<file path="src/gcmli_pkg.sv">
// Constants and types for the GPIO, clock-mask and live-insertion block
package gcmli_pkg;

  // ----------------------------------------------------------------
  // Pins and fields
  // ----------------------------------------------------------------
  localparam int unsigned GPIO_PINS   = 4;
  localparam int unsigned FIELD_W     = 8;
  localparam int unsigned MASK_W      = 16;
  localparam int unsigned SEL_W       = 3;
  localparam int unsigned CLK_OUTS    = 10;

  // Field selects on the configuration port
  localparam logic [2:0] SEL_OUT_SET  = 3'h0;
  localparam logic [2:0] SEL_OUT_CLR  = 3'h1;
  localparam logic [2:0] SEL_OE_SET   = 3'h2;
  localparam logic [2:0] SEL_OE_CLR   = 3'h3;
  localparam logic [2:0] SEL_IN       = 3'h4;
  localparam logic [2:0] SEL_MASK_LO  = 3'h5;
  localparam logic [2:0] SEL_MASK_HI  = 3'h6;

  // Values after reset
  localparam logic [3:0]  OE_RESET    = 4'h0;
  localparam logic [3:0]  DOUT_RESET  = 4'h0;
  localparam logic [15:0] MASK_RESET  = 16'h0000;

  // Pin roles during the mask shift and for live insertion
  localparam int unsigned PIN_SCLK    = 0;
  localparam int unsigned PIN_LOAD    = 2;
  localparam int unsigned PIN_LIVE    = 3;
  localparam logic [3:0]  SHIFT_OE    = 4'h5;

  // Mask layout
  localparam int unsigned SLOT_PAIRS  = 4;
  localparam int unsigned DEV_FIRST   = 4;
  localparam int unsigned DEV_LAST    = 8;
  localparam int unsigned FB_BIT      = 13;
  localparam int unsigned FB_CLK      = 9;

  // ----------------------------------------------------------------
  // Timing
  // ----------------------------------------------------------------
  localparam int unsigned CLK_MHZ        = 250;
  localparam int unsigned SCLK_MAX_MHZ   = 33;
  localparam int unsigned SCLK_DIV       = (CLK_MHZ + SCLK_MAX_MHZ - 1) / SCLK_MAX_MHZ;
  localparam logic [2:0]  TICK_LAST      = 3'(SCLK_DIV - 1);
  localparam logic [2:0]  TICK_RISE      = 3'(SCLK_DIV / 2);
  localparam logic [2:0]  TICK_SAMPLE    = 3'(SCLK_DIV / 2 - 1);
  localparam int unsigned SHIFT_STEPS    = 23;
  localparam logic [4:0]  STEP_LOAD      = 5'h00;
  localparam logic [4:0]  STEP_FIRST_BIT = 5'h01;
  localparam logic [4:0]  STEP_LAST_BIT  = 5'(MASK_W);
  localparam logic [4:0]  STEP_LAST      = 5'(SHIFT_STEPS - 1);

  // ----------------------------------------------------------------
  // Types
  // ----------------------------------------------------------------
  typedef enum logic [1:0] {
    GCMLI_RUN,
    GCMLI_SHIFT,
    GCMLI_HOLD
  } gcmli_phase_t;

  typedef struct packed {
    gcmli_phase_t phase;
    logic [4:0]   step;
    logic [2:0]   tick;
    logic [3:0]   oe;
    logic [3:0]   dout;
    logic [15:0]  mask;
    logic [7:0]   rdata;
    logic         halt;
  } gcmli_st_t;

endpackage

</file>
<file path="src/gcmli_top.sv">
// GPIO port with serial clock-mask load and live-insertion halt
`timescale 1ns/1ps
// Operation
// Enable-set one turns that pin driver on
// Enable-clear one tristates that pin
// Reset leaves every pin input only
// Input field reads live pin levels
// Output-set one drives enabled pin high
// Output-clear one drives enabled pin low
// Output value resets zero, driven when enabled
// Eight-bit fields, low four bits used
// Start mask shift once secondary reset asserted
// Hold secondary reset through 23-step shift
// Pin 0 shift clock under 33 MHz
// Pin 2 low one step, then high
// Mask arrives most significant bit first
// Mask bits sampled on dedicated input
// Slot clock enabled if either pair bit zero
// Bits 8-12 gate clocks 4-8, one disables
// Bit 13 gates clock 9; 14-15 reserved
// After shift, release pins, ignore mask input
// Configuration write updates the clock mask
// Live pin high masks I/O, memory, master
// Enables revert when live pin falls
// Halt drains queues, blocks completions, keeps config
// Reset bit holds secondary reset until cleared
// One shift clock and capture per bit
module gcmli_top (
  input  wire logic                                CLK_IN,
  input  wire logic                                RST_IN,
  input  wire logic                                CFG_WR_IN,
  input  wire logic                                CFG_RD_IN,
  input  wire logic [gcmli_pkg::SEL_W-1:0]         CFG_SEL_IN,
  input  wire logic [gcmli_pkg::FIELD_W-1:0]       CFG_WDATA_IN,
  output logic      [gcmli_pkg::FIELD_W-1:0]       CFG_RDATA_OUT,
  input  wire logic [gcmli_pkg::GPIO_PINS-1:0]     GPIO_IN,
  output logic      [gcmli_pkg::GPIO_PINS-1:0]     GPIO_OUT,
  output logic      [gcmli_pkg::GPIO_PINS-1:0]     GPIO_OE_OUT,
  input  wire logic                                CLOCK_MASK_SERIAL_IN,
  input  wire logic                                SEC_RESET_BIT_IN,
  output logic                                     SEC_RESET_N_OUT,
  output logic      [gcmli_pkg::CLK_OUTS-1:0]      SECONDARY_CLOCK_EN_OUT,
  input  wire logic                                LIVE_INSERT_EN_IN,
  input  wire logic                                CMD_IO_EN_IN,
  input  wire logic                                CMD_MEM_EN_IN,
  input  wire logic                                CMD_MASTER_EN_IN,
  output logic                                     IO_EN_OUT,
  output logic                                     MEM_EN_OUT,
  output logic                                     MASTER_EN_OUT,
  output logic                                     LIVE_HALT_OUT
);
  import gcmli_pkg::*;

  gcmli_st_t st_reg;
  gcmli_st_t st_next;
  logic      wr_sel_oe_set;
  logic      shifting;
  logic      sclk_high;
  logic      capture;
  logic      step_end;

  // ----------------------------------------------------------------
  // Decode helper
  // ----------------------------------------------------------------
  function automatic logic field_hit(input logic en, input logic [2:0] sel,
                                     input logic [2:0] want);
    field_hit = en && (sel == want);
  endfunction

  // ----------------------------------------------------------------
  // Shift sequencing
  // ----------------------------------------------------------------
  // Pins stay released while primary reset is held
  assign shifting  = (st_reg.phase == GCMLI_SHIFT) && !RST_IN;
  assign step_end  = shifting && (st_reg.tick == TICK_LAST);
  // Rising edge mid-step gives the external register a full half-period of setup
  assign sclk_high = shifting && (st_reg.step >= STEP_FIRST_BIT) &&
                     (st_reg.step <= STEP_LAST_BIT) && (st_reg.tick >= TICK_RISE);
  assign capture   = shifting && (st_reg.step >= STEP_FIRST_BIT) &&
                     (st_reg.step <= STEP_LAST_BIT) && (st_reg.tick == TICK_SAMPLE);
  assign wr_sel_oe_set = field_hit(CFG_WR_IN, CFG_SEL_IN, SEL_OE_SET);

  // ----------------------------------------------------------------
  // Next state
  // ----------------------------------------------------------------
  always_comb begin
    st_next = st_reg;
    st_next.halt = LIVE_INSERT_EN_IN && !st_reg.oe[PIN_LIVE] && GPIO_IN[PIN_LIVE];

    // Set and clear fields; zero bits leave state alone, upper bits unused
    if (wr_sel_oe_set) begin
      st_next.oe = st_reg.oe | CFG_WDATA_IN[3:0];
    end
    if (field_hit(CFG_WR_IN, CFG_SEL_IN, SEL_OE_CLR)) begin
      st_next.oe = st_reg.oe & ~CFG_WDATA_IN[3:0];
    end
    if (field_hit(CFG_WR_IN, CFG_SEL_IN, SEL_OUT_SET)) begin
      st_next.dout = st_reg.dout | CFG_WDATA_IN[3:0];
    end
    if (field_hit(CFG_WR_IN, CFG_SEL_IN, SEL_OUT_CLR)) begin
      st_next.dout = st_reg.dout & ~CFG_WDATA_IN[3:0];
    end
    // Mask writes are ignored while the shift owns the register
    if (!shifting && field_hit(CFG_WR_IN, CFG_SEL_IN, SEL_MASK_LO)) begin
      st_next.mask[7:0] = CFG_WDATA_IN;
    end
    if (!shifting && field_hit(CFG_WR_IN, CFG_SEL_IN, SEL_MASK_HI)) begin
      st_next.mask[15:8] = CFG_WDATA_IN;
    end

    if (CFG_RD_IN) begin
      case (CFG_SEL_IN)
        SEL_OUT_SET, SEL_OUT_CLR: st_next.rdata = {4'h0, st_reg.dout};
        SEL_OE_SET, SEL_OE_CLR:   st_next.rdata = {4'h0, st_reg.oe};
        SEL_IN:                   st_next.rdata = {4'h0, GPIO_IN};
        SEL_MASK_LO:              st_next.rdata = st_reg.mask[7:0];
        SEL_MASK_HI:              st_next.rdata = st_reg.mask[15:8];
        default:                  st_next.rdata = 8'h00;
      endcase
    end

    case (st_reg.phase)
      GCMLI_RUN: begin
        if (SEC_RESET_BIT_IN) begin
          st_next.phase = GCMLI_SHIFT;
          st_next.step  = STEP_LOAD;
          st_next.tick  = 3'h0;
        end
      end
      GCMLI_SHIFT: begin
        st_next.tick = st_reg.tick + 3'h1;
        if (capture) begin
          st_next.mask = {st_reg.mask[14:0], CLOCK_MASK_SERIAL_IN};
        end
        if (step_end) begin
          st_next.tick = 3'h0;
          st_next.step = st_reg.step + 5'h01;
          if (st_reg.step == STEP_LAST) begin
            st_next.step  = STEP_LOAD;
            st_next.phase = SEC_RESET_BIT_IN ? GCMLI_HOLD : GCMLI_RUN;
          end
        end
      end
      GCMLI_HOLD: begin
        if (!SEC_RESET_BIT_IN) begin
          st_next.phase = GCMLI_RUN;
        end
      end
      default: begin
        st_next.phase = GCMLI_HOLD;
      end
    endcase
  end

  // ----------------------------------------------------------------
  // State register
  // ----------------------------------------------------------------
  always_ff @(posedge CLK_IN) begin
    if (RST_IN) begin
      st_reg.phase <= GCMLI_SHIFT;
      st_reg.step  <= STEP_LOAD;
      st_reg.tick  <= 3'h0;
      st_reg.oe    <= OE_RESET;
      st_reg.dout  <= DOUT_RESET;
      st_reg.mask  <= MASK_RESET;
      st_reg.rdata <= 8'h00;
      st_reg.halt  <= 1'b0;
    end else begin
      st_reg <= st_next;
    end
  end

  // ----------------------------------------------------------------
  // Pins and outputs
  // ----------------------------------------------------------------
  always_comb begin
    if (shifting) begin
      // Pins 1 and 3 stay released while the shift runs
      GPIO_OE_OUT = SHIFT_OE;
      GPIO_OUT    = 4'h0;
      GPIO_OUT[PIN_SCLK] = sclk_high;
      GPIO_OUT[PIN_LOAD] = (st_reg.step != STEP_LOAD);
    end else begin
      GPIO_OE_OUT = st_reg.oe;
      GPIO_OUT    = st_reg.dout & st_reg.oe;
    end
  end

  assign SEC_RESET_N_OUT = (st_reg.phase == GCMLI_RUN) && !RST_IN;
  assign CFG_RDATA_OUT   = st_reg.rdata;

  genvar g;
  generate
    for (g = 0; g < SLOT_PAIRS; g++) begin : g_slot
      assign SECONDARY_CLOCK_EN_OUT[g] = !st_reg.mask[2*g] || !st_reg.mask[2*g+1];
    end
    for (g = DEV_FIRST; g <= DEV_LAST; g++) begin : g_dev
      assign SECONDARY_CLOCK_EN_OUT[g] = !st_reg.mask[g+DEV_FIRST];
    end
  endgenerate
  // Bits 14 and 15 feed nothing
  assign SECONDARY_CLOCK_EN_OUT[FB_CLK] = !st_reg.mask[FB_BIT];

  // Command register readback stays outside; only the internal copies are masked
  assign IO_EN_OUT     = CMD_IO_EN_IN && !st_reg.halt;
  assign MEM_EN_OUT    = CMD_MEM_EN_IN && !st_reg.halt;
  assign MASTER_EN_OUT = CMD_MASTER_EN_IN && !st_reg.halt;
  // Queues drain already-queued work; completions held; config still served
  assign LIVE_HALT_OUT = st_reg.halt;
endmodule

</file>
<file path="config.mk">
export PLATFORM = sky130hd
export DESIGN_NAME = gcmli_top
export DESIGN_NICKNAME = d
export VERILOG_FILES = /design/src/gcmli_pkg.sv /design/src/gcmli_top.sv
export SDC_FILE = /design/constraint.sdc
export NUM_CORES = 1
export LEC_CHECK = 0
export BUFFER_PORTS_ARGS = -buffer_cell sky130_fd_sc_hd__buf_4
export CAP_MARGIN = 20
export CELL_PAD_IN_SITES_DETAIL_PLACEMENT = 2
export CELL_PAD_IN_SITES_GLOBAL_PLACEMENT = 2
export CORE_MARGIN = 4
export CORE_UTILIZATION = 25
export CTS_CLUSTER_DIAMETER = 80
export DETAILED_ROUTE_END_ITERATION = 12
export GPL_ROUTABILITY_DRIVEN = 0
export PLACE_DENSITY = 0.67
export SLEW_MARGIN = 40
export SYNTH_ARGS = -nofsm -noshare
export SYNTH_HDL_FRONTEND = slang
export SYNTH_SLANG_ARGS = --single-unit
</file>
<file path="constraint.sdc">
create_clock -name CLK_IN -period 3.1 [get_ports CLK_IN]
set_input_delay 0.465 -clock CLK_IN [delete_from_list [all_inputs] [get_ports CLK_IN]]
set_output_delay 0.465 -clock CLK_IN [all_outputs]
set_load 0.01 [all_outputs]
</file>
==> results of run 1 <==
==> path summary, 6_finish.rpt <==
path	startpoint	endpoint	slack [ps]
worst max-delay path	st_reg[36]$_SDFFE_PP0P_	GPIO_OUT[0]	670
worst min-delay path	CFG_WDATA_IN[2]	flip-flop	410
worst max register to register	st_reg[37]$_SDFFE_PP0P_	st_reg[19]$_SDFF_PP0_	1080
worst min register to register	CFG_RDATA_OUT[1]$_SDFFE_PP0P_	CFG_RDATA_OUT[1]$_SDFFE_PP0P_	480
==> routing by layer <==
| metal | up-vias | track usage [%] | wire [microns] | share of wire, % |
|---|---|---|---|---|
| met5 | - | 0 | 0 | 0 |
| met4 | 0 | 3.01 | 56 | 0.77 |
| met3 | 5 | 2.61 | 315 | 4.3 |
| met2 | 42 | 22.2 | 3410 | 47 |
| met1 | 1024 | 16.6 | 3490 | 48 |
| li1 | 1033 | - | - | - |
==> cells in the mapped netlist, drive strengths merged, types with 3 or more instances <==
master,instances,share of area (%)
a22o,4,1.4
a31oi,3,0.77
nor2,23,3.7
inv,11,1.7
a2bb2oi,4,1.4
nand3,8,1.7
o21ai,6,1.2
mux2i,21,8.7
nor3b,3,1.1
ha,7,3.6
and3,3,0.88
and2,3,0.88
o211ai,4,1.2
a211oi,17,5.5
mux2,4,1.9
a311oi,8,2.9
a21o,4,1.2
a21oi,21,4.3
nand2b,9,2.3
clkbuf,8,1.3
nand2,11,1.7
nor2b,5,1.3
dfxtp,43,36
buf,20,6.2
==> metrics by stage <==
stage / setup WS (ps) / power [W]
after floorplan: 1220 / 0.000664
after global placement: 940 / 0.000724
after detailed placement: 839 / 0.000727
after CTS: 619 / 0.00114
after global routing: 460 / 0.00117
final: 675 / 0.00112
==> layout by cell type (no fill, tap or decap), drive strengths merged, types with 2 or more instances in the layout <==
master   synthesis  layout
mux2             4       4
dfxtp           43      43
nand4b           2       2
a22o             4       4
inv             11      11
nor3b            3       3
a31oi            3       3
o21bai           2       2
clkbuf           8       8
a211oi          17      17
ha               7       7
nand2           11      11
nor2            23      23
o211ai           4       4
or3              2       2
or2b             2       2
nand2b           9       9
buf             20      56
mux2i           21      21
nand3            8       8
o21ai            6       6
o221ai           2       2
a311oi           8       8
a2bb2oi          4       4
a21oi           21      21
and2             3       3
and3             3       3
nor2b            5       5
a21o             4       4
==> cell type report <==
type,instances,share of cell area (%)
Inverter,11,1.41
Sequential cell,43,29.4
Tap cell,129,5.51
Timing Repair Buffer,56,14.6
Clock buffer,8,3.42
Multi-Input combinational cell,187,45.7
==> worst max-delay path, stage by stage, from the launching register on <==
cell and delay (ps):
dfxtp_1 360, inv_1 140, ha_1 170, nor3b_1 460, o221ai_1 190, o21ai_0 190, buf_4 150
==> power groups by stage <==
stage               combinational (W)  clock, W  sequential [W]
floorplan                   0.0000780         0        0.000586
global placement             0.000135         0        0.000589
detailed placement           0.000138         0        0.000589
CTS                          0.000138  0.000421        0.000577
global route                 0.000149  0.000445        0.000579
finish                       0.000136  0.000404        0.000576
==> cell families (layout without fill, tap and decap cells) <==
logic type      after synthesis  in the layout
fa+ha+maj                     7              7
buf+inv                      39             75
mux                          25             25
flops                        43             43
simple gates                 79             79
compound gates               76             76
==> results.md, run 1 <==
* NetSw at 0.000283 W
* Setup TNS Final at 0 ps
* Detailed Route Iter0 Violations at 48
* Max VDD drop at 0.000173 V
* Die area at 11300 sq um
* Post-CTS sizing at 0
* Area delta synth->final at 20.9%
* Min Hold Slack at 413 ps
* Mean number of vias per cell at 4.85
* Drt drc at 0
* Post-Syn Area at 2420 sq um
* Num CTS Buffers at 5
* Antenna Nets Post-Route at 0
* CP Capture Type: primary output
* Final nets at 336
* Core footprint at 9330 sq um
* Final core occ at 31.4%
* Final HPWL DP at 5350 microns
* Worst slew margin at 57.1%
* Largest net degree at the start of global routing at 42
* N_diodes at 0
* Fin crit share at 78.2%
* Vias in the first global route at 2211
* Highest Clock Rate at 412 MHz
* H-Tree Depth at 2
* PortBufs at 55
* Initial cell density of the core at 26.0%
* Clk sink count at 43
* WHS Path Cells at 2
* Hold Violations, Final at 0
* WL per Instance at 16.7 microns
* Multi-input gate area at 1340 sq um
* DIE HEIGHT at 106 microns
* Critical Path Fanout Max at 5
* Worst-case reg-to-reg path depth at 7
* Final setup violating endpoints at 0
* Vias post-DR at 2104
* Slew Limit Fails at 0
* Critical Path RT at 2630 ps
* Die width at 106 microns
* Total track usage at 12.9%
* Placed cells at 425
* Critical path class: flip-flop to primary output
* Synth Area in Adders at 3.62%
* Status: finished clean
* Seq cells post-synth at 43
* Syn nets at 301
* First-pass GRT wire length at 11800 microns
* CTS Hold Bufs at 0
* Multiplexer share of the synthesized area at 10.5%
* Async SR Flop Fraction at 0%
* Worst clock skew at 6.25 ps
* Arrival time at the worst endpoint at 1960 ps
* First drt pass iteration count at 4
* Setup bufs post-CTS at 0
* Clock transition at path regs at 90 ps
* YS warnings at 0
* Worst min path class: input port to flip-flop
* FF/Latch Area at 861 sq um
* Power per cell area at 381 nW/um^2
* Total grt overflow at 0
* Cell Int Power at 0.000833 W
* TritonCTS clock tree: done
* # rows at 35
* Avg Cell Area, Syn at 9.00 sq um
* Share of cells above drive strength 1 at 25.9%
* Fin crit period at 2430 ps
* Post-Layout Cell Count at 434
* Simple-Gate Fraction of Synth Area at 18.5%
* RSZ-0062 raised after global routing: false
* Switching share of power at 25.3%
* Post-synthesis compound-gate area fraction at 22.5%
* Seq pwr share at 51.6%
* Xor/xnor share of the synthesized area at 0%
* Root Driver: clkbuf_8
* Mapped Cells at 269
* Skew-Pair Late Insertion Delay at 300 ps
* Number of synthesized flops with an enable pin at 0
* Antenna violations before repair at 0
* Post-DP Area at 2810 sq um
* # IOs at 56
* Worst-Margin Slew at 642 ps
* Max Cap Viol at 0
* Top_reg_cell synth: dfxtp_1
* Main combinational cell family by area after synthesis: compound AO/OA/AOI/OAI gates
* Crit start category: flip-flop
* Leak at 1.12 nW
* WL final at 7270 microns
* Filler instances at 1067
* Fin area at 2930 sq um
* CTS max path bufs at 2
* Sequential share of the synthesized area at 35.5%
* Power share of the combinational group at 12.1%
* Clock Power Share at 36.2%
* Synth unique cells at 49
Power figures use the tool's default switching activity.
==> run 2: changes to the inputs <==
==> constraint.sdc (replaced) <==
create_clock -name CLK_IN -period 2.35 [get_ports CLK_IN]
set_input_delay 0.3525 -clock CLK_IN [delete_from_list [all_inputs] [get_ports CLK_IN]]
set_output_delay 0.3525 -clock CLK_IN [all_outputs]
set_load 0.01 [all_outputs]
==> results.md, run 2 (same netlist as run 1, synthesis figures left out) <==
* Status: finished clean
* Power per cell area at 521 nW/um^2
* Worst-Margin Slew at 647 ps
* Root Driver: clkbuf_8
* Seq pwr share at 49.2%
* Filler instances at 1075
* Area delta synth->final at 22.3%
* Largest net degree at the start of global routing at 34
* Detailed Route Iter0 Violations at 50
* RSZ-0062 raised after global routing: false
* Critical Path Fanout Max at 9
* PortBufs at 55
* Slew Limit Fails at 0
* Total grt overflow at 0
* Max incr delay on CP at 530 ps
* Post-Layout Cell Count at 437
* CP Capture Type: primary output
* Clock transition at path regs at 90 ps
* # rows at 35
* Commonest non-fill, non-tap cell in the layout: buf_4
* Switching share of power at 25.5%
* Clk sink count at 43
* Setup WS pre-CTS at 383 ps
* Initial cell density of the core at 26.0%
* Slowest-stage cell, CP: nor3b_1
* Core footprint at 9330 sq um
* Final setup violating endpoints at 0
* CP cell instances: nor3b_1, a21oi_1, a31oi_1, buf_4
* Most frequent cells in the layout: buf_4 (59), dfxtp_1 (43), nor2_1 (22)
* Clock Power Share at 39.0%
* N_diodes at 0
* Die area at 11300 sq um
* Num CTS Buffers at 5
* Antenna Nets Post-Route at 0
* Arrival time at the worst endpoint at 1820 ps
* Leak at 1.14 nW
* WL per Instance at 16.2 microns
* Final HPWL DP at 5280 microns
* Antenna violations before repair at 0
* WL final at 7070 microns
* Vias in the first global route at 2233
* Fin crit share at 92.2%
* Vias post-DR at 2116
* Critical path class: flip-flop to primary output
* Final nets at 339
* Crit start category: flip-flop
* H-Tree Depth at 2
* Drt drc at 0
* Placed cells at 429
* Setup TNS Final at 0 ps
* CTS max path bufs at 2
* Min setup slack post-route at 182 ps
* Skew-Pair Late Insertion Delay at 300 ps
* Highest Clock Rate at 461 MHz
* Fin crit period at 2170 ps
* NetSw at 0.000393 W
* Hold Violations, Final at 0
* # IOs at 56
* Share of cells above drive strength 1 at 27.3%
* Max Cap Viol at 0
* Power share of the combinational group at 11.8%
* Worst clock skew at 11.5 ps
* Worst min path class: input port to flip-flop
* Overall Power at 0.00154 W
* Min Hold Slack at 290 ps
* Die width at 106 microns
* Mean number of vias per cell at 4.84
* First drt pass iteration count at 4
* Worst-case reg-to-reg path depth at 7
* DIE HEIGHT at 106 microns
* TritonCTS clock tree: done
* Worst slew margin at 56.8%
* Max VDD drop at 0.000226 V
* First-pass GRT wire length at 11600 microns
* WHS Path Cells at 2
* Critical Path RT at 2000 ps
* Total track usage at 12.6%
* Cell Int Power at 0.00115 W
[run 2: path summary, 6_finish.rpt]
path	from	endpoint	slack, ps
setup / recovery	st_reg[41]$_SDFFE_PP1P_	GPIO_OUT[2]	180
hold / removal	RST_IN	st_reg[42]$_SDFFE_PP0P_	290
setup reg to reg	st_reg[37]$_SDFFE_PP0P_	st_reg[9]$_SDFF_PP0_	380
hold reg to reg	st_reg[34]$_SDFFE_PP0P_	st_reg[34]$_SDFFE_PP0P_	470
[run 2: final cells by class]
cell class | count | area [sq um] | share of cell area, %
tap | 129 | 161 | 5.45
inverter | 11 | 41.3 | 1.39
timing repair buffer | 59 | 443 | 15.0
clock inverter | 3 | 43.8 | 1.48
multi-input combinational | 187 | 1340 | 45.3
clock buffer | 5 | 68.8 | 2.32
sequential | 43 | 861 | 29.1
[run 2: power by group through the flow]
stage	Sequential [W]	Clock (W)	Combinational, W
after global routing	0.000763	0.000650	0.000200
after floorplan	0.000773	0	0.000103
after CTS	0.000761	0.000623	0.000186
after detailed placement	0.000778	0	0.000184
after global placement	0.000777	0	0.000181
final	0.000760	0.000601	0.000182
[run 2: through the flow]
step	cell area, sq um	utilization, %
3_3_place_gp	2840	30.5
2_1_floorplan	2420	-
6_report	2960	31.8
4_1_cts	2960	31.7
3_5_place_dp	2840	30.5
5_1_grt	2960	31.8
[run 2: per-layer routing]
metal,wire length (microns),up-vias,GRT usage (%)
li1,-,1042,-
met1,3300,1023,16.4
met2,3380,43,21.4
met3,327,8,2.73
met4,64,0,2.47
met5,0,-,0
[run 2: repair_timing]
item / 4_1_cts / 5_1_grt
buffers inserted: 0 / 0
hold buffers: 0 / 0
resized for setup: 0 / 1
setup endpoints to repair: 0 / 1
[run 2: worst max-delay path, delay by kind of cell, from the launching register on]
kind / cells / cell delay [ps]
AND/OR/NAND/NOR: 1 / 530
flip-flops: 1 / 500
buffers and inverters: 1 / 170
AO/OA/AOI/OAI: 2 / 320
